<file path="src/hdl/pso_pkg.sv">
/*
  Shared constants and types for the strobed output status block:
  register offsets, status and port C bit positions, modes and carriers.
  Assumes byte-wide registers on a plain strobe port, 8-bit address.
*/
package pso_pkg;

  localparam int unsigned NUM_UNITS = 4;
  localparam int unsigned NUM_PEND  = 2 * NUM_UNITS;

  // Status word offsets of the four interface units
  localparam logic [7:0] OFS_STATUS_UNIT_A = 8'h02;
  localparam logic [7:0] OFS_STATUS_UNIT_B = 8'h06;
  localparam logic [7:0] OFS_STATUS_UNIT_C = 8'h0a;
  localparam logic [7:0] OFS_STATUS_UNIT_D = 8'h0e;
  // Register place inside a unit's four-byte window
  localparam logic [1:0] SUB_PORT_A = 2'h0;
  localparam logic [1:0] SUB_PORT_B = 2'h1;
  localparam logic [1:0] SUB_STATUS = 2'h2;
  localparam logic [1:0] SUB_CONFIG = 2'h3;
  localparam logic [7:0] UNIT_AREA_END = 8'h10;
  // Global interrupt registers
  localparam logic [7:0] OFS_IRQ_CTRL_2  = 8'h10;
  localparam logic [7:0] OFS_GLOBAL_IRQ  = 8'h11;
  localparam logic [7:0] OFS_IRQ_STATUS  = 8'h12;
  localparam logic [7:0] OFS_IRQ_MASK    = 8'h13;

  // Status word and port C bit positions
  localparam int unsigned ST_A_FULL_N   = 7;
  localparam int unsigned ST_A_ALLOW    = 6;
  localparam int unsigned ST_A_IN_FULL  = 5;
  localparam int unsigned ST_A_ALLOW_IN = 4;
  localparam int unsigned ST_A_REQ      = 3;
  localparam int unsigned ST_B_ALLOW    = 2;
  localparam int unsigned ST_B_FULL_N   = 1;
  localparam int unsigned ST_B_REQ      = 0;
  localparam int unsigned PC_A_ACK      = 6;
  localparam int unsigned PC_A_STB      = 4;
  localparam int unsigned PC_B_ACK      = 2;

  // Handshake slots of the status word, per mode
  localparam logic [7:0] HS_A_STROBED = 8'hc8;
  localparam logic [7:0] HS_A_BIDIR   = 8'hf8;
  localparam logic [7:0] HS_B_STROBED = 8'h07;
  // Port C lines driven as handshake outputs, per mode
  localparam logic [7:0] PCO_A_STROBED = 8'h88;
  localparam logic [7:0] PCO_A_BIDIR   = 8'ha8;
  localparam logic [7:0] PCO_B_STROBED = 8'h03;

  // Configuration write fields
  localparam int unsigned CFG_MODE_SET  = 7;
  localparam int unsigned CFG_A_MODE_HI = 6;
  localparam int unsigned CFG_A_MODE_LO = 5;
  localparam int unsigned CFG_A_IN      = 4;
  localparam int unsigned CFG_PC_HI_IN  = 3;
  localparam int unsigned CFG_B_MODE    = 2;
  localparam int unsigned CFG_B_IN      = 1;
  localparam int unsigned CFG_PC_LO_IN  = 0;
  localparam int unsigned BSR_SEL_LSB   = 1;
  localparam int unsigned BSR_VAL       = 0;
  localparam logic [2:0]  BSR_LINE_A_ALLOW    = 3'h6;
  localparam logic [2:0]  BSR_LINE_A_ALLOW_IN = 3'h4;
  localparam logic [2:0]  BSR_LINE_B_ALLOW    = 3'h2;

  typedef enum logic [2:0] {
    AM_BASIC   = 3'b001,
    AM_STROBED = 3'b010,
    AM_BIDIR   = 3'b100
  } pso_amode_e;

  typedef struct packed {
    pso_amode_e a_mode;
    logic       b_strobed;
    logic       a_in;
    logic       b_in;
    logic       pc_hi_in;
    logic       pc_lo_in;
    logic [7:0] a_out;
    logic [7:0] b_out;
    logic [7:0] a_inbuf;
    logic [7:0] pc_latch;
    logic       a_full_n;
    logic       b_full_n;
    logic       a_in_full;
    logic       a_allow;
    logic       a_allow_in;
    logic       b_allow;
    logic       a_req;
    logic       b_req;
    logic       a_ack_n_prev;
    logic       a_stb_n_prev;
    logic       b_ack_n_prev;
  } pso_unit_s;

  typedef struct packed {
    logic [7:0] pa;
    logic [7:0] pb;
    logic [7:0] pc;
  } pso_pins_in_s;

  typedef struct packed {
    logic [7:0] pa;
    logic       pa_oe;
    logic [7:0] pb;
    logic       pb_oe;
    logic [7:0] pc;
    logic [7:0] pc_oe;
  } pso_pins_out_s;

endpackage

</file>
<file path="src/hdl/pso_irq.sv">
/*
  Sticky interrupt status with mask and one level output.
  Assumes pending levels from the core; write-one-to-clear on status.
*/
`timescale 1ns/1ps
`default_nettype none
module pso_irq (
  input  wire logic                        clk_sys,    // System clock
  input  wire logic                        rst_n,      // Sync reset, low
  input  wire logic [pso_pkg::NUM_PEND-1:0] pend,      // Pending levels
  input  wire logic                        wr_status,  // Clear strobe
  input  wire logic                        wr_mask,    // Mask write strobe
  input  wire logic [7:0]                  wdata,      // Write data
  output var  logic [pso_pkg::NUM_PEND-1:0] status,    // Sticky status
  output var  logic [pso_pkg::NUM_PEND-1:0] mask,      // Mask register
  output var  logic                        irq         // Level interrupt
);
  import pso_pkg::*;

  typedef struct packed {
    logic [NUM_PEND-1:0] prev;
    logic [NUM_PEND-1:0] status;
    logic [NUM_PEND-1:0] mask;
    logic                irq;
  } pso_irq_s;

  pso_irq_s s_q, s_d;

  // Rising pending sets; set beats a same-cycle clear
  always_comb begin
    s_d = s_q;
    s_d.prev = pend;
    if (wr_status) begin
      s_d.status = s_q.status & ~wdata[NUM_PEND-1:0];
    end
    s_d.status = s_d.status | (pend & ~s_q.prev);
    if (wr_mask) begin
      s_d.mask = wdata[NUM_PEND-1:0];
    end
    s_d.irq = |(s_d.status & s_d.mask);
  end

  // State register, cleared by reset
  always_ff @(posedge clk_sys) begin
    if (!rst_n) begin
      s_q <= '0;
    end else begin
      s_q <= s_d;
    end
  end

  assign status = s_q.status;
  assign mask   = s_q.mask;
  assign irq    = s_q.irq;
endmodule
`default_nettype wire

</file>
<file path="src/hdl/pso_rdata.sv">
/*
  Read data register: holds the answer only in the cycle after a read.
  Assumes the read value is settled in the strobe cycle.
*/
`timescale 1ns/1ps
`default_nettype none
module pso_rdata (
  input  wire logic       clk_sys,  // System clock
  input  wire logic       rst_n,    // Sync reset, low
  input  wire logic       rd,       // Read strobe
  input  wire logic [7:0] value,    // Selected register value
  output var  logic [7:0] rdata     // Registered read data
);
  // Zero outside the answer cycle
  always_ff @(posedge clk_sys) begin
    if (!rst_n) begin
      rdata <= '0;
    end else begin
      rdata <= rd ? value : '0;
    end
  end
endmodule
`default_nettype wire

</file>
<file path="src/hdl/pso_top.sv">
/*
  Four parallel interface units with strobed output and bidirectional
  port A, handshake status words, interrupt gating and register port.
  Assumes pins synchronous to clk_sys and a master that never waits.
*/
// Notes on behaviour
// - Status word per unit at 02/06/0A/0E
// - Bit 7 low after port A write
// - Bits 5-4 general purpose in strobed
// - Port A request only while allowed
// - Pending needs global and control enable
// - Bit 2 allow, set by line 2
// - Bit 0 port B ready request
// - Acknowledge levels never in status word
// - Bidirectional port A, no reconfiguration
// - Bidirectional transfers paced by handshake
// - Port B basic or strobed meanwhile
// - Lines 2-0 free when B basic
// - Port C read shows handshake state
`timescale 1ns/1ps
`default_nettype none
module pso_top (
  input  wire logic                           clk_sys,  // System clock
  input  wire logic                           rst_n,    // Sync reset, low
  input  wire logic [7:0]                     addr,     // Register address
  input  wire logic [7:0]                     wdata,    // Write data
  input  wire logic                           wr,       // Write strobe
  input  wire logic                           rd,       // Read strobe
  output var  logic [7:0]                     rdata,    // Read data
  output var  logic                           irq,      // Interrupt level
  input  wire pso_pkg::pso_pins_in_s  [pso_pkg::NUM_UNITS-1:0] pins_in,  // Pin levels
  output var  pso_pkg::pso_pins_out_s [pso_pkg::NUM_UNITS-1:0] pins_out  // Pin drives
);
  import pso_pkg::*;

  localparam logic [7:0] OFS_STATUS [NUM_UNITS] = '{
    OFS_STATUS_UNIT_A, OFS_STATUS_UNIT_B, OFS_STATUS_UNIT_C, OFS_STATUS_UNIT_D};

  typedef struct packed {
    pso_unit_s     [NUM_UNITS-1:0] unit;
    pso_pins_out_s [NUM_UNITS-1:0] pins;
    logic          [7:0]           icr2;
    logic                          gie;
  } pso_state_s;

  pso_state_s s_q, s_d;

  logic [7:0]          rd_value;
  logic [NUM_PEND-1:0] pend;
  logic [NUM_PEND-1:0] irq_status;
  logic [NUM_PEND-1:0] irq_mask;

  // Unit hit: address inside unit window u at given place
  function automatic logic unit_hit(input logic [7:0] a, input int u, input logic [1:0] sub);
    logic [7:0] base;
    base = OFS_STATUS[u] - {6'h00, SUB_STATUS};
    return (a < UNIT_AREA_END) && (a == (base | {6'h00, sub}));
  endfunction

  // Handshake slots in the status word for the current modes
  function automatic logic [7:0] hs_slots(input pso_unit_s x);
    logic [7:0] m;
    m = '0;
    unique case (x.a_mode)
      AM_BASIC:   m = '0;
      AM_STROBED: m = HS_A_STROBED;
      AM_BIDIR:   m = HS_A_BIDIR;
    endcase
    if (x.b_strobed) begin
      m = m | HS_B_STROBED;
    end
    return m;
  endfunction

  // Handshake lines driven on port C for the current modes
  function automatic logic [7:0] pc_drv(input pso_unit_s x);
    logic [7:0] m;
    m = '0;
    unique case (x.a_mode)
      AM_BASIC:   m = '0;
      AM_STROBED: m = PCO_A_STROBED;
      AM_BIDIR:   m = PCO_A_BIDIR;
    endcase
    if (x.b_strobed) begin
      m = m | PCO_B_STROBED;
    end
    return m;
  endfunction

  // Flag vector in status bit order, requests gated by allows
  function automatic logic [7:0] hs_flags(input pso_unit_s x);
    logic [7:0] f;
    f = '0;
    f[ST_A_FULL_N]   = x.a_full_n;
    f[ST_A_ALLOW]    = x.a_allow;
    f[ST_A_IN_FULL]  = x.a_in_full;
    f[ST_A_ALLOW_IN] = x.a_allow_in;
    f[ST_A_REQ]      = x.a_req;
    f[ST_B_ALLOW]    = x.b_allow;
    f[ST_B_FULL_N]   = x.b_full_n;
    f[ST_B_REQ]      = x.b_req;
    return f;
  endfunction

  // General purpose view: pin level on input halves, latch on outputs
  function automatic logic [7:0] gp_view(input pso_unit_s x, input logic [7:0] pc);
    logic [7:0] g;
    g[7:4] = x.pc_hi_in ? pc[7:4] : x.pc_latch[7:4];
    g[3:0] = x.pc_lo_in ? pc[3:0] : x.pc_latch[3:0];
    return g;
  endfunction

  // Next state of the units, pins and global registers
  always_comb begin
    logic [7:0] hs;
    logic [7:0] drv;
    logic [7:0] gp_oe;
    logic       a_hs;
    logic       a_ack_n;
    logic       a_stb_n;
    logic       b_ack_n;
    pso_unit_s  x;
    hs       = '0;
    drv      = '0;
    gp_oe    = '0;
    a_hs     = 1'b0;
    a_ack_n  = 1'b1;
    a_stb_n  = 1'b1;
    b_ack_n  = 1'b1;
    x        = '0;
    s_d      = s_q;
    rd_value = '0;

    // Global interrupt control registers
    if (wr && addr == OFS_IRQ_CTRL_2) begin
      s_d.icr2 = wdata;
    end
    if (wr && addr == OFS_GLOBAL_IRQ) begin
      s_d.gie = wdata[0];
    end
    if (addr == OFS_IRQ_CTRL_2) begin
      rd_value = s_q.icr2;
    end else if (addr == OFS_GLOBAL_IRQ) begin
      rd_value = {7'h00, s_q.gie};
    end else if (addr == OFS_IRQ_STATUS) begin
      rd_value = irq_status;
    end else if (addr == OFS_IRQ_MASK) begin
      rd_value = irq_mask;
    end

    for (int u = 0; u < NUM_UNITS; u++) begin
      x       = s_q.unit[u];
      a_hs    = (x.a_mode != AM_BASIC);
      a_ack_n = pins_in[u].pc[PC_A_ACK];
      a_stb_n = pins_in[u].pc[PC_A_STB];
      b_ack_n = pins_in[u].pc[PC_B_ACK];

      // Register reads and their side effects
      if (unit_hit(addr, u, SUB_PORT_A)) begin
        if (x.a_mode == AM_BIDIR) begin
          rd_value = x.a_inbuf;
        end else begin
          rd_value = (x.a_mode == AM_BASIC && x.a_in) ? pins_in[u].pa : x.a_out;
        end
        if (rd && x.a_mode == AM_BIDIR) begin
          x.a_in_full = 1'b0;
          x.a_req     = 1'b0;
        end
      end
      if (unit_hit(addr, u, SUB_PORT_B)) begin
        rd_value = (x.b_in && !x.b_strobed) ? pins_in[u].pb : x.b_out;
      end
      // status word read
      // Flags fill handshake slots, never the acknowledge levels
      if (unit_hit(addr, u, SUB_STATUS)) begin
        rd_value = (gp_view(x, pins_in[u].pc) & ~hs_slots(x)) | (hs_flags(x) & hs_slots(x));
      end

      if (wr) begin
        if (unit_hit(addr, u, SUB_PORT_A)) begin
          x.a_out = wdata;
          if (a_hs) begin
            x.a_full_n = 1'b0;
            x.a_req    = 1'b0;
          end
        end
        if (unit_hit(addr, u, SUB_PORT_B)) begin
          x.b_out = wdata;
          if (x.b_strobed) begin
            x.b_full_n = 1'b0;
            x.b_req    = 1'b0;
          end
        end
        if (unit_hit(addr, u, SUB_STATUS)) begin
          x.pc_latch = wdata;
        end
        if (unit_hit(addr, u, SUB_CONFIG)) begin
          if (wdata[CFG_MODE_SET]) begin
            if (wdata[CFG_A_MODE_HI]) begin
              x.a_mode = AM_BIDIR;
            end else if (wdata[CFG_A_MODE_LO]) begin
              x.a_mode = AM_STROBED;
            end else begin
              x.a_mode = AM_BASIC;
            end
            x.b_strobed  = wdata[CFG_B_MODE];
            x.a_in       = wdata[CFG_A_IN];
            x.b_in       = wdata[CFG_B_IN];
            x.pc_hi_in   = wdata[CFG_PC_HI_IN];
            x.pc_lo_in   = wdata[CFG_PC_LO_IN];
            x.a_out      = '0;
            x.b_out      = '0;
            x.pc_latch   = '0;
            x.a_full_n   = 1'b1;
            x.b_full_n   = 1'b1;
            x.a_in_full  = 1'b0;
            x.a_allow    = 1'b0;
            x.a_allow_in = 1'b0;
            x.b_allow    = 1'b0;
            x.a_req      = 1'b0;
            x.b_req      = 1'b0;
          end else begin
            if (a_hs && wdata[BSR_SEL_LSB+:3] == BSR_LINE_A_ALLOW) begin
              x.a_allow = wdata[BSR_VAL];
            end else if (x.a_mode == AM_BIDIR &&
                         wdata[BSR_SEL_LSB+:3] == BSR_LINE_A_ALLOW_IN) begin
              x.a_allow_in = wdata[BSR_VAL];
            end else if (x.b_strobed && wdata[BSR_SEL_LSB+:3] == BSR_LINE_B_ALLOW) begin
              x.b_allow = wdata[BSR_VAL];
            end else begin
              x.pc_latch[wdata[BSR_SEL_LSB+:3]] = wdata[BSR_VAL];
            end
          end
        end
      end

      // peripheral handshake, sets win over clears
      if (a_hs && !a_ack_n) begin
        x.a_full_n = 1'b1;
      end
      if (a_hs && a_ack_n && !x.a_ack_n_prev && x.a_allow) begin
        x.a_req = 1'b1;
      end
      if (x.a_mode == AM_BIDIR && !a_stb_n) begin
        x.a_inbuf   = pins_in[u].pa;
        x.a_in_full = 1'b1;
      end
      if (x.a_mode == AM_BIDIR && a_stb_n && !x.a_stb_n_prev && x.a_allow_in) begin
        x.a_req = 1'b1;
      end
      if (x.b_strobed && !b_ack_n) begin
        x.b_full_n = 1'b1;
      end
      if (x.b_strobed && b_ack_n && !x.b_ack_n_prev && x.b_allow) begin
        x.b_req = 1'b1;
      end
      x.a_ack_n_prev = a_ack_n;
      x.a_stb_n_prev = a_stb_n;
      x.b_ack_n_prev = b_ack_n;

      x.a_req = x.a_req & (x.a_allow | (x.a_mode == AM_BIDIR && x.a_allow_in));
      x.b_req = x.b_req & x.b_allow;
      s_d.unit[u] = x;

      // port A drive: bidirectional only while acknowledged
      s_d.pins[u].pa = x.a_out;
      unique case (x.a_mode)
        AM_BASIC:   s_d.pins[u].pa_oe = ~x.a_in;
        AM_STROBED: s_d.pins[u].pa_oe = 1'b1;
        AM_BIDIR:   s_d.pins[u].pa_oe = ~a_ack_n;
      endcase
      s_d.pins[u].pb    = x.b_out;
      s_d.pins[u].pb_oe = x.b_strobed | ~x.b_in;

      // free lines follow their half direction
      hs    = hs_flags(x);
      drv   = pc_drv(x);
      gp_oe = {{4{~x.pc_hi_in}}, {4{~x.pc_lo_in}}} & ~hs_slots(x);
      s_d.pins[u].pc    = (x.pc_latch & ~drv) | (hs & drv);
      s_d.pins[u].pc_oe = gp_oe | drv;
    end
  end

  // pending needs global and control enable
  always_comb begin
    for (int u = 0; u < NUM_UNITS; u++) begin
      pend[2*u]   = s_q.unit[u].a_req & s_q.gie & s_q.icr2[2*u];
      pend[2*u+1] = s_q.unit[u].b_req & s_q.gie & s_q.icr2[2*u+1];
    end
  end

  // State register; units come up basic with all pins as inputs
  always_ff @(posedge clk_sys) begin
    if (!rst_n) begin
      s_q <= '0;
      for (int u = 0; u < NUM_UNITS; u++) begin
        s_q.unit[u].a_mode       <= AM_BASIC;
        s_q.unit[u].a_in         <= 1'b1;
        s_q.unit[u].b_in         <= 1'b1;
        s_q.unit[u].pc_hi_in     <= 1'b1;
        s_q.unit[u].pc_lo_in     <= 1'b1;
        s_q.unit[u].a_full_n     <= 1'b1;
        s_q.unit[u].b_full_n     <= 1'b1;
        s_q.unit[u].a_ack_n_prev <= 1'b1;
        s_q.unit[u].a_stb_n_prev <= 1'b1;
        s_q.unit[u].b_ack_n_prev <= 1'b1;
      end
    end else begin
      s_q <= s_d;
    end
  end

  assign pins_out = s_q.pins;

  // Interrupt status, mask and level output
  pso_irq u_irq (
    .clk_sys   (clk_sys),
    .rst_n     (rst_n),
    .pend      (pend),
    .wr_status (wr && addr == OFS_IRQ_STATUS),
    .wr_mask   (wr && addr == OFS_IRQ_MASK),
    .wdata     (wdata),
    .status    (irq_status),
    .mask      (irq_mask),
    .irq       (irq)
  );

  // Read data, one cycle after the strobe
  pso_rdata u_rdata (
    .clk_sys (clk_sys),
    .rst_n   (rst_n),
    .rd      (rd),
    .value   (rd_value),
    .rdata   (rdata)
  );
endmodule
`default_nettype wire

</file>
<file path="config.mk">
export PLATFORM = sky130hd
export DESIGN_NAME = pso_top
export DESIGN_NICKNAME = d
export VERILOG_FILES = /design/src/hdl/pso_pkg.sv /design/src/hdl/pso_irq.sv /design/src/hdl/pso_rdata.sv /design/src/hdl/pso_top.sv
export SDC_FILE = /design/constraint.sdc
export NUM_CORES = 1
export LEC_CHECK = 0
export BUFFER_PORTS_ARGS = -buffer_cell sky130_fd_sc_hd__buf_2
export CORE_ASPECT_RATIO = 2
export CORE_MARGIN = 2
export CORE_UTILIZATION = 49
export DETAILED_ROUTE_END_ITERATION = 16
export PLACE_DENSITY = 0.83
export RECOVER_POWER = 100
export REMOVE_ABC_BUFFERS = 1
export SLEW_MARGIN = 25
export SYNTH_ARGS = -nofsm -noshare
export SYNTH_HDL_FRONTEND = slang
export SYNTH_SLANG_ARGS = --single-unit
export TNS_END_PERCENT = 50
</file>
<file path="constraint.sdc">
create_clock -name clk_sys -period 3.3 [get_ports clk_sys]
set_clock_uncertainty 0.1 [all_clocks]
set_input_delay 0.33 -clock clk_sys [delete_from_list [all_inputs] [get_ports clk_sys]]
set_output_delay 0.33 -clock clk_sys [all_outputs]
set_load 0.05 [all_outputs]
</file>
==> flow_metrics.tcl, run 1 <==
set metrics [dict create \
    post_synth.cell_area_avg_um2 7.84 \
    cts_root_buffer "sky130_fd_sc_hd__clkbuf_16" \
    routabilityCongestion 1.07 \
    floorplan.initialDensity_pct 49.8 \
    yosys_register_bits 302 \
    worst_slew_pin_slew_ns 1.30 \
    finalInstanceArea_mm2 0.0187 \
    routed_wl_mm 73.4 \
    worst_ep_arrival_time_ns 3.56 \
    cts.path.max_buffers 3 \
    syn_area_mm2 0.0163 \
    ant_nets 0 \
    internal_power_uw 5940 \
    synth.yosys.seq_area_share_pct 37.0 \
    boundaryPins 261 \
    p_sw_share_pct 26.0 \
    final_period_minus_worst_setup_slack_ns 3.21 \
    pin_count_of_the_biggest_net_entering_global_routing 70 \
    irDropWorstVdd_mv 0.471 \
    synth_unique_cells 80 \
    combinationalPowerShare_pct 9.6 \
    cap_viol_max_count 0 \
    cts.sinks 302 \
    cts-buffers-inserted 28 \
    layout.filler_cells 3092 \
    io_buffer_count 260 \
    unrepaired_setup_endpoints_after_global_routing "false" \
    synthArstFlopShare_pct 0 \
    cts.reportedPaths.clkPinSlew_ns 0.07 \
    drtPass1Iterations 6 \
    cp-end-kind "flip-flop" \
    vias_per_cell 6.38 \
    post-cts-setup-buffers 0 \
    gr-total-overflow 0 \
    most_common_cell_after_layout_fill_and_taps_aside "sky130_fd_sc_hd__dfxtp_1" \
    post_route_cells_drive_above_1_share_pct 13.9 \
    vias 17300 \
    postPlaceCellArea_mm2 0.0176 \
    placement_rows 94 \
    drc_errors 0 \
    final_max_slew_viol_count 0 \
    final-hold-violation-count 0 \
    path_class "flip-flop to flip-flop" \
    fin_crit_sh_pct 97.2 \
    cts_hold_buffers 44 \
    synth-edff-count 0 \
    average_routed_wire_per_standard_cell_um 27.1 \
    hold_slack_ns 0.106 \
    grt.total_usage_pct 40.9 \
    number_of_global_route_vias_before_repair 17200 \
    synth-warning-count 0 \
    endpoints_failing_setup 0 \
    number_of_nets_in_the_finished_design 2372 \
    final_util_pct 57.0 \
    seq_power_share_pct 45.6 \
    clock_latency_at_the_later_pin_of_the_worst_skew_pair_ns 0.59 \
    clkPwrFrac_pct 44.8 \
    power.static_leakage_uw 0.00766 \
    relSlewSlack_pct 13.1 \
    flow.area_growth_from_synthesis_pct 14.6 \
    synthCells 2082 \
    antenna_found_initial 2 \
    initialDrtViolationCount 1730 \
    net_switching_power_of_the_design_uw 2090 \
    layout.cells.most_common_list "sky130_fd_sc_hd__dfxtp_1 (302), sky130_fd_sc_hd__nor2_1 (284), sky130_fd_sc_hd__nand2_1 (256), sky130_fd_sc_hd__clkbuf_1 (173), sky130_fd_sc_hd__o21ai_0 (150)" \
    design.die.area_mm2 0.0349 \
    max_freq_mhz 312 \
    power.density_cell_area_mw_per_mm2 429 \
    cts.htree.levels 1 \
    fp.dieW_um 133 \
    die_h_um 262 \
    first_pass_grt_wire_length_mm 107 \
    core_mm2 0.0328 \
    run_status "finished clean" \
    critical_path_peak_fanout 15 \
    cts.repair.resized 0 \
    worst_setup_path_start_kind "flip-flop" \
    hpwl_mm 54.1 \
    cts_tree "done" \
    synthFlopType "sky130_fd_sc_hd__dfxtp_1" \
    wp_data_required_ns 3.65 \
    holdCritPathClass "primary input to flip-flop" \
]
==> area by class of cell <==
cell class	count	area, µm²	area share [%]
multi-input combinational	1456	8460	45.2
sequential	302	6050	32.3
timing repair buffer	433	2520	13.5
clock buffer	37	806	4.31
clock inverter	15	199	1.06
tap	432	541	2.89
inverter	35	134	0.715
antenna	2	5.00	0.0267
==> registers in the layout, summed over array words and instances, names as in the netlist <==
signal	flops
u_irq.irq	1
u_irq.s_q	8
pins_out	120
u_rdata.rdata	8
u_irq.mask	8
u_irq.status	8
s_q	149
==> cells in the mapped netlist, types with 8 or more instances <==
cell type,instances,area (µm²)
sky130_fd_sc_hd__mux2_2,15,169
sky130_fd_sc_hd__buf_1,13,48.8
sky130_fd_sc_hd__inv_1,35,131
sky130_fd_sc_hd__nand2b_1,18,113
sky130_fd_sc_hd__nor2_1,283,1060
sky130_fd_sc_hd__a31oi_1,28,175
sky130_fd_sc_hd__clkbuf_1,129,484
sky130_fd_sc_hd__a221oi_1,10,87.6
sky130_fd_sc_hd__or3b_2,9,78.8
sky130_fd_sc_hd__a22oi_1,63,473
sky130_fd_sc_hd__or3_1,8,50.1
sky130_fd_sc_hd__nor3b_1,18,135
sky130_fd_sc_hd__nor3_1,26,130
sky130_fd_sc_hd__nand3_1,50,250
sky130_fd_sc_hd__o211ai_1,12,90.1
sky130_fd_sc_hd__and2_1,24,150
sky130_fd_sc_hd__o22ai_1,19,119
sky130_fd_sc_hd__nand4_1,15,93.8
sky130_fd_sc_hd__o221ai_1,11,96.3
sky130_fd_sc_hd__nor2b_1,13,81.3
sky130_fd_sc_hd__a21oi_1,114,571
sky130_fd_sc_hd__nand2_1,256,961
sky130_fd_sc_hd__o21ai_0,145,726
sky130_fd_sc_hd__buf_4,137,1030
sky130_fd_sc_hd__mux2i_1,141,1410
sky130_fd_sc_hd__o31ai_1,12,90.1
sky130_fd_sc_hd__a211oi_1,23,173
sky130_fd_sc_hd__dfxtp_1,302,6050
==> final timing paths <==
check                             startpoint                to  slack (ns)  cells after the start
worst min-delay path                wdata[1]          s_q[343]        0.11                      3
worst min register to register  pins_out[58]      pins_out[58]        0.38                      2
worst max register to register      s_q[345]  u_rdata.rdata[2]        0.09                      7
worst max-delay path                s_q[345]  u_rdata.rdata[2]        0.09                      7
==> critical path: stages, from the launching register on <==
cell	delay, ns
sky130_fd_sc_hd__dfxtp_1	0.66
sky130_fd_sc_hd__nor2b_1	0.15
sky130_fd_sc_hd__mux2i_1	0.61
sky130_fd_sc_hd__a21oi_1	0.14
sky130_fd_sc_hd__o21ai_0	0.84
sky130_fd_sc_hd__a21oi_1	0.09
sky130_fd_sc_hd__a31oi_1	0.33
sky130_fd_sc_hd__o21ai_0	0.16
==> power by group through the flow <==
stage / registers [µW] / clock network [µW] / logic (µW)
6_report: 3660 / 3590 / 773
2_1_floorplan: 3760 / 0 / 219
3_3_place_gp: 3750 / 0 / 697
3_5_place_dp: 3750 / 0 / 699
5_1_grt: 3660 / 3710 / 786
4_1_cts: 3660 / 3600 / 743
==> per-stage QoR <==
step                      total power, µW  instances  setup WS [ns]  setup TNS [ns]
after floorplan                      3980       1793         -0.269          -0.891
after global placement               4450       2614          0.395               0
after detailed placement             4450       2614          0.334               0
after CTS                            8000       2710          0.339               0
after global routing                 8160       2711         0.0650               0
final                                8030       2712         0.0912               0
==> per-layer routing <==
layer  routed length, µm  track usage (%)  vias up  share of wire (%)
met3                5970             7.85      429                8.1
met1               23800             40.9     8170                 32
li1                    -                -     7535                  -
met5                   0                0        -                  0
met4                8590             39.0        0                 12
met2               35000             70.6     1166                 48
==> logic make-up (layout without fill, tap and decap cells) <==
kind of cell | count (synthesis) | after routing | share of synthesized area [%]
and+or+nand+nor | 772 | 772 | 21.8
AOI/OAI and AO/OA | 524 | 524 | 20.5
buffers and inverters | 324 | 520 | 10.8
DFF | 302 | 302 | 37.0
muxes | 156 | 156 | 9.68
xor gates and xnor gates | 4 | 4 | 0.215
other | 0 | 2 | 0
(Power assumes the default switching activity.)
==> inputs of run 2 (changes only) <==
ABC_AREA = 1   (was default)
==> run 2 against run 1 <==
Register-to-register slack better by 0.38 ns. Cell count is 11% higher. Sequential power hardly changed. Critical path type is now primary input to flip-flop. The run now ends with max-capacitance violations, max-slew violations left.
==> flow_metrics.tcl, run 2 <==
set metrics [dict create \
    clock_latency_at_the_later_pin_of_the_worst_skew_pair_ns 0.58 \
    vias 18000 \
    netlist_top_cells_area "sky130_fd_sc_hd__dfxtp_1 (37%), sky130_fd_sc_hd__nand2_1 (12%), sky130_fd_sc_hd__buf_4 (6.3%)" \
    cts.sinks 302 \
    final-hold-violation-count 0 \
    cts.htree.levels 1 \
    irDropWorstVdd_mv 0.381 \
    cp-end-kind "flip-flop" \
    run_status "finished, violations left" \
    final_max_slew_viol_count 54 \
    cts_tree "done" \
    regToRegEndpoint "u_rdata.rdata[5]" \
    post-cts-setup-buffers 0 \
    synthFlopType "sky130_fd_sc_hd__dfxtp_1" \
    cts.repair.resized 0 \
    ant_nets 0 \
    synthArstFlopShare_pct 0 \
    first_pass_grt_wire_length_mm 105 \
    synth.largest_area_cell "sky130_fd_sc_hd__dfxtp_1" \
    endpoints_failing_setup 0 \
    placement_rows 94 \
    gr-total-overflow 0 \
    whs_path_depth 3 \
    cts_root_buffer "sky130_fd_sc_hd__clkbuf_16" \
    whs_endpoint "s_q[219]" \
    place_inst 2909 \
    most_common_cell_after_layout_fill_and_taps_aside "sky130_fd_sc_hd__nand2_1" \
    post_layout_nonfiller_instances 2998 \
    largest_register_by_flop_count "s_q" \
    r2r.worst_path.cells 11 \
    design.die.area_mm2 0.0348 \
    boundaryPins 261 \
    worst_slew_pin_slew_ns 2.18 \
    detailroute.wirelength.met2_mm 34.1 \
    post_synth.cell_area_avg_um2 6.85 \
    drc_errors 0 \
    synth.yosys.seq_area_share_pct 37.1 \
    holdCritPathClass "primary input to flip-flop" \
    power.density_cell_area_mw_per_mm2 414 \
    unrepaired_setup_endpoints_after_global_routing "false" \
    cts.reportedPaths.clkPinSlew_ns 0.07 \
    vias_per_cell 6.01 \
    number_of_global_route_vias_before_repair 17500 \
    cap_viol_max_count 1 \
    relSlewSlack_pct -45.3 \
    r2r_start "s_q[296]" \
    cts_hold_buffers 40 \
    routabilityCongestion 1.04 \
    wp_data_required_ns 3.65 \
    average_routed_wire_per_standard_cell_um 24.3 \
    antenna_found_initial 8 \
    synth_unique_cells 59 \
    yosys_register_bits 302 \
    initialDrtViolationCount 1691 \
    grt.total_usage_pct 40.9 \
    largest_register_ffs 149 \
    flow.area_growth_from_synthesis_pct 12.2 \
    ys_top_cells_by_count "sky130_fd_sc_hd__nand2_1 (501), sky130_fd_sc_hd__dfxtp_1 (302), sky130_fd_sc_hd__inv_1 (256)" \
    io_buffer_count 260 \
    cts-buffers-inserted 27 \
    cts.path.max_buffers 3 \
    path_class "primary input to flip-flop" \
    fp.dieW_um 133 \
    final_period_minus_worst_setup_slack_ns 2.98 \
    drtPass1Iterations 6 \
    ff2ff_setup_slack_ns 0.47 \
    failed_checks "max-capacitance violations, max-slew violations" \
    hpwl_mm 53.6 \
    pin_count_of_the_biggest_net_entering_global_routing 54 \
    synth_most_common_cell "sky130_fd_sc_hd__nand2_1" \
    power.static_leakage_uw 0.00770 \
    layout.filler_cells 3272 \
    floorplan.initialDensity_pct 49.6 \
    synth-edff-count 0 \
    highest_layer "met5" \
    number_of_nets_in_the_finished_design 2662 \
    syn_area_mm2 0.0163 \
    max_freq_mhz 336 \
    fin_setup_tns_ns 0 \
    detailroute.wirelength.met3_mm 6.56 \
    fin_crit_sh_pct 90.2 \
    die_h_um 262 \
    synth-warning-count 0 \
    post_route_cells_drive_above_1_share_pct 10.9 \
    routed_wl_mm 72.8 \
    critical_path_peak_fanout 53 \
    worst_ep_arrival_time_ns 3.33 \
    detail_route.wirelength.met1_mm 22.8 \
    yosys.area.top_type_share_pct 37.1 \
    core_mm2 0.0328 \
    synthCells 2378 \
    layout.cells.most_common_list "sky130_fd_sc_hd__nand2_1 (505), sky130_fd_sc_hd__dfxtp_1 (302), sky130_fd_sc_hd__inv_1 (258), sky130_fd_sc_hd__nor2_1 (236), sky130_fd_sc_hd__a21oi_1 (202)" \
    hold_path.startpoint "pins_in[44]" \
    worst_setup_path_start_kind "primary input" \
]
run 2: cell count changes in the layout (fill, tap and decap cells not counted), moves of 48 or more:
| cell | delta |
|---|---|
| sky130_fd_sc_hd__a21oi_1 | +88 |
| sky130_fd_sc_hd__nand3_1 | +71 |
| sky130_fd_sc_hd__nor2_1 | -48 |
| sky130_fd_sc_hd__o211ai_1 | +83 |
| sky130_fd_sc_hd__a22oi_1 | -60 |
| sky130_fd_sc_hd__mux2i_1 | -136 |
| sky130_fd_sc_hd__nand2_1 | +249 |
| sky130_fd_sc_hd__inv_1 | +224 |
run 2: report_power, final:
group / leakage (µW) / internal (µW) / switching [µW]
Clock: 0.000407 / 1700 / 1520
Sequential: 0.00244 / 3670 / 14.8
Combinational: 0.00486 / 189 / 468
Total: 0.00770 / 5550 / 2010
run 2: final cells by class:
class / count / area (µm²) / area share, %
Antenna cell: 2 / 5.00 / 0.0274
Clock buffer: 38 / 767 / 4.20
Clock inverter: 9 / 87.6 / 0.479
Inverter: 274 / 1030 / 5.65
Multi-Input combinational cell: 1552 / 7650 / 41.8
Sequential cell: 302 / 6050 / 33.1
Tap cell: 432 / 541 / 2.96
Timing Repair Buffer: 389 / 2150 / 11.8
run 2: worst max-delay path by stage:
stage	cells past startpoint	slack (ns)	endpoint	startpoint
3_5_place_dp	17	0.41	pins_out[81]	addr[5]
2_1_floorplan	12	0.60	pins_out[11]	wr
4_1_cts	13	0.68	u_rdata.rdata[0]	s_q[193]
5_1_grt	13	0.21	s_q[318]	addr[5]
3_3_place_gp	17	0.43	pins_out[81]	addr[5]
6_report	5	0.32	s_q[311]	rst_n
run 2: kinds of logic (layout without fill, tap and decap cells):
group,after synthesis,in the layout,share of synthesized area (%)
AOI/OAI and AO/OA,589,589,21.4
buffers and inverters,524,710,15.4
DFF,302,302,37.1
muxes,19,19,1.28
and+or+nand+nor,944,944,24.7
other,0,2,0
run 2: worst max-delay path: stages:
cell	delay, ns
sky130_fd_sc_hd__clkbuf_1	0.12
sky130_fd_sc_hd__inv_1	1.49
sky130_fd_sc_hd__clkbuf_2	0.85
sky130_fd_sc_hd__buf_4	0.35
sky130_fd_sc_hd__a21oi_1	0.06
run 2: through the flow:
stage	power (µW)	hold WS (ns)	util [%]	cell area (µm²)	setup WS [ns]
floorplan	4010	0.299	-	14800	0.599
global placement	4370	0.340	52.9	17400	0.434
detailed placement	4370	0.348	52.9	17400	0.410
CTS	7540	0.00207	56.7	18600	0.678
global route	7710	0.0445	55.7	18300	0.207
finish	7560	0.00931	55.7	18300	0.325
run 2: metal layers:
metal | vias up | global-route usage (%)
met4 | 10 | 42.8
met1 | 8287 | 39.5
met3 | 435 | 9.07
li1 | 8091 | -
met5 | - | 0
met2 | 1201 | 69.4
==> inputs of run 3 (changes only) <==
CORE_UTILIZATION = 35   (was 49)
PLACE_DENSITY = 0.66   (was 0.83)
==> run 3 against run 2 <==
The run now ends clean. Total power up 2.3%. Combinational power up 3.7%. Non-clock buffer count grew 11. Maximum frequency decreased by 0.52%. Via count down 3.2%. Sequential share of layout area fell by 0.60 points. Setup slack worse by 0.016 ns. Worst hold slack improved by 0.079 ns. Global-route usage decreased by 10 points. Utilization fell by 15 points. Critical path type unchanged.
==> flow_metrics.tcl, run 3 (synthesized netlist as in run 2, its figures left out) <==
set metrics [dict create \
    regArea_mm2 0.00605 \
    vias 17400 \
    irDropWorstVdd_mv 0.397 \
    hpwl_mm 57.5 \
    cts.path.max_buffers 3 \
    boundaryPins 261 \
    layout.filler_cells 4957 \
    critical-path-max-stage-delay_ns 0.61 \
    highest_layer "met4" \
    cp-end-kind "flip-flop" \
    initialDrtViolationCount 1496 \
    detail_route.wirelength.met1_mm 25.8 \
    detailroute.wirelength.met2_mm 36.4 \
    timing.critical_path.mode_cell "sky130_fd_sc_hd__clkbuf_1" \
    floorplan.initialDensity_pct 35.5 \
    pin_count_of_the_biggest_net_entering_global_routing 83 \
    relSlewSlack_pct 18.5 \
    timing.critical_path.cells "clkbuf_1, nor2_2, nand2_4, clkinvlp_2, nand2_4, nor2_4, inv_4, nor2_1, inv_2, a22oi_1, nand3_2, clkbuf_1, nand2_1, clkbuf_1, a21oi_1" \
    max_freq_mhz 334 \
    worst_setup_path_start_kind "primary input" \
    final-hold-violation-count 0 \
    cts.reportedPaths.clkPinSlew_ns 0.07 \
    number_of_global_route_vias_before_repair 17100 \
    gr-total-overflow 0 \
    grt.total_usage_pct 30.5 \
    run_status "finished clean" \
    first_pass_grt_wire_length_mm 109 \
    power.density_cell_area_mw_per_mm2 415 \
    wp_data_required_ns 3.66 \
    largest_register_by_flop_count "s_q" \
    critical_path_peak_fanout 15 \
    cap_viol_max_count 0 \
    ant_nets 0 \
    drc_errors 0 \
    layout.cells.most_common_list "sky130_fd_sc_hd__nand2_1 (505), sky130_fd_sc_hd__dfxtp_1 (302), sky130_fd_sc_hd__inv_1 (259), sky130_fd_sc_hd__nor2_1 (235), sky130_fd_sc_hd__a21oi_1 (203)" \
    combined_area_of_the_multi_input_logic_cells_mm2 0.00765 \
    power.static_leakage_uw 0.00779 \
    endpoints_failing_setup 0 \
    postPlaceCellArea_mm2 0.0176 \
    flow.area_growth_from_synthesis_pct 14.3 \
    cp.buffers_inverters 6 \
    die_h_um 309 \
    cts_tree "done" \
    cts.htree.levels 1 \
    vias_per_cell 5.55 \
    io_buffer_count 260 \
    post_route_cells_drive_above_1_share_pct 11.7 \
    drtPass1Iterations 5 \
    fin_setup_tns_ns 0 \
    core_mm2 0.0458 \
    largest_register_ffs 149 \
    crit_slowest_cell "sky130_fd_sc_hd__nor2_1" \
    unrepaired_setup_endpoints_after_global_routing "false" \
    holdCritPathClass "primary input to flip-flop" \
    cts_root_buffer "sky130_fd_sc_hd__clkbuf_16" \
    final_period_minus_worst_setup_slack_ns 2.99 \
    clock_latency_at_the_later_pin_of_the_worst_skew_pair_ns 0.59 \
    fp.dieW_um 157 \
    average_routed_wire_per_standard_cell_um 23.8 \
    placement_rows 111 \
    cts.sinks 302 \
    detailroute.wirelength.met3_mm 5.27 \
    fin_crit_sh_pct 90.6 \
    timing.critical_path.max_delay_family "simple AND/OR/NAND/NOR gates" \
    most_common_cell_after_layout_fill_and_taps_aside "sky130_fd_sc_hd__nand2_1" \
    antenna_found_initial 0 \
    design.die.area_mm2 0.0484 \
    cts-buffers-inserted 29 \
    worst_slew_pin_slew_ns 1.22 \
    number_of_nets_in_the_finished_design 2675 \
    path_class "primary input to flip-flop" \
    routed_wl_mm 75.0 \
    finalInstanceArea_mm2 0.0186 \
    final_max_slew_viol_count 0 \
    routabilityCongestion 1.03 \
    worst_ep_arrival_time_ns 3.35 \
]
==> run 3: cell count changes in the layout (fill, tap and decap cells not counted), moves of 2 or more <==
| cell | before | now |
|---|---|---|
| sky130_fd_sc_hd__clkbuf_16 | 27 | 29 |
| sky130_fd_sc_hd__clkbuf_4 | 2 | 0 |
| sky130_fd_sc_hd__clkbuf_1 | 174 | 164 |
| sky130_fd_sc_hd__clkbuf_8 | 5 | 3 |
| sky130_fd_sc_hd__buf_2 | 103 | 109 |
| sky130_fd_sc_hd__inv_2 | 9 | 7 |
| sky130_fd_sc_hd__buf_4 | 73 | 81 |
| sky130_fd_sc_hd__dlygate4sd3_1 | 40 | 43 |
| sky130_fd_sc_hd__clkinvlp_4 | 4 | 7 |
| sky130_fd_sc_hd__clkinv_2 | 3 | 6 |
==> run 3: per-stage QoR <==
step	total power [µW]	worst slack [ns]	hold slack (ns)	cells	util [%]
floorplan	4010	0.599	0.299	2128	-
global placement	4390	0.340	0.339	3050	38.4
detailed placement	4390	0.304	0.347	3050	38.4
CTS	7760	0.652	0.0734	3144	41.3
global route	7940	0.139	0.120	3144	40.6
finish	7730	0.309	0.0878	3146	40.6
==> run 3: what timing repair did <==
item	CTS	global route
hold endpoints to repair	47	0
gates resized for setup	0	0
hold buffers	43	0
buffers inserted	0	0
==> run 3: path summary, 6_finish.rpt <==
check	from	endpoint	slack (ns)	cells past startpoint
setup / recovery	addr[5]	pins_out[79]	0.31	15
hold / removal	wdata[1]	pins_out[129]	0.09	3
setup reg to reg	s_q[297]	u_rdata.rdata[5]	0.43	10
hold reg to reg	s_q[215]	s_q[215]	0.36	2
==> run 3: final cells by class <==
type | count | share of cell area [%]
clock inverter | 17 | 0.766
multi-input combinational | 1552 | 41.1
timing repair buffer | 400 | 12.2
clock buffer | 34 | 4.16
tap | 565 | 3.80
antenna | 2 | 0.0269
inverter | 274 | 5.56
sequential | 302 | 32.5
==> run 3: power breakdown <==
part	switching [µW]	total [µW]	internal, µW
Sequential	14.9	3680	3670
Combinational	479	681	203
Clock	1610	3370	1770
Total	2100	7730	5630
==> run 3: tightest hold or removal path: stages <==
cell	delay, ns
sky130_fd_sc_hd__buf_2	0.16
sky130_fd_sc_hd__o211ai_1	0.12
sky130_fd_sc_hd__a21oi_1	0.12
==> run 3: routing by layer <==
| layer | global-route usage [%] | vias up |
|---|---|---|
| met1 | 32.3 | 8097 |
| li1 | - | 8111 |
| met3 | 4.05 | 297 |
| met4 | 25.2 | 0 |
| met2 | 53.2 | 944 |
| met5 | 0 | - |
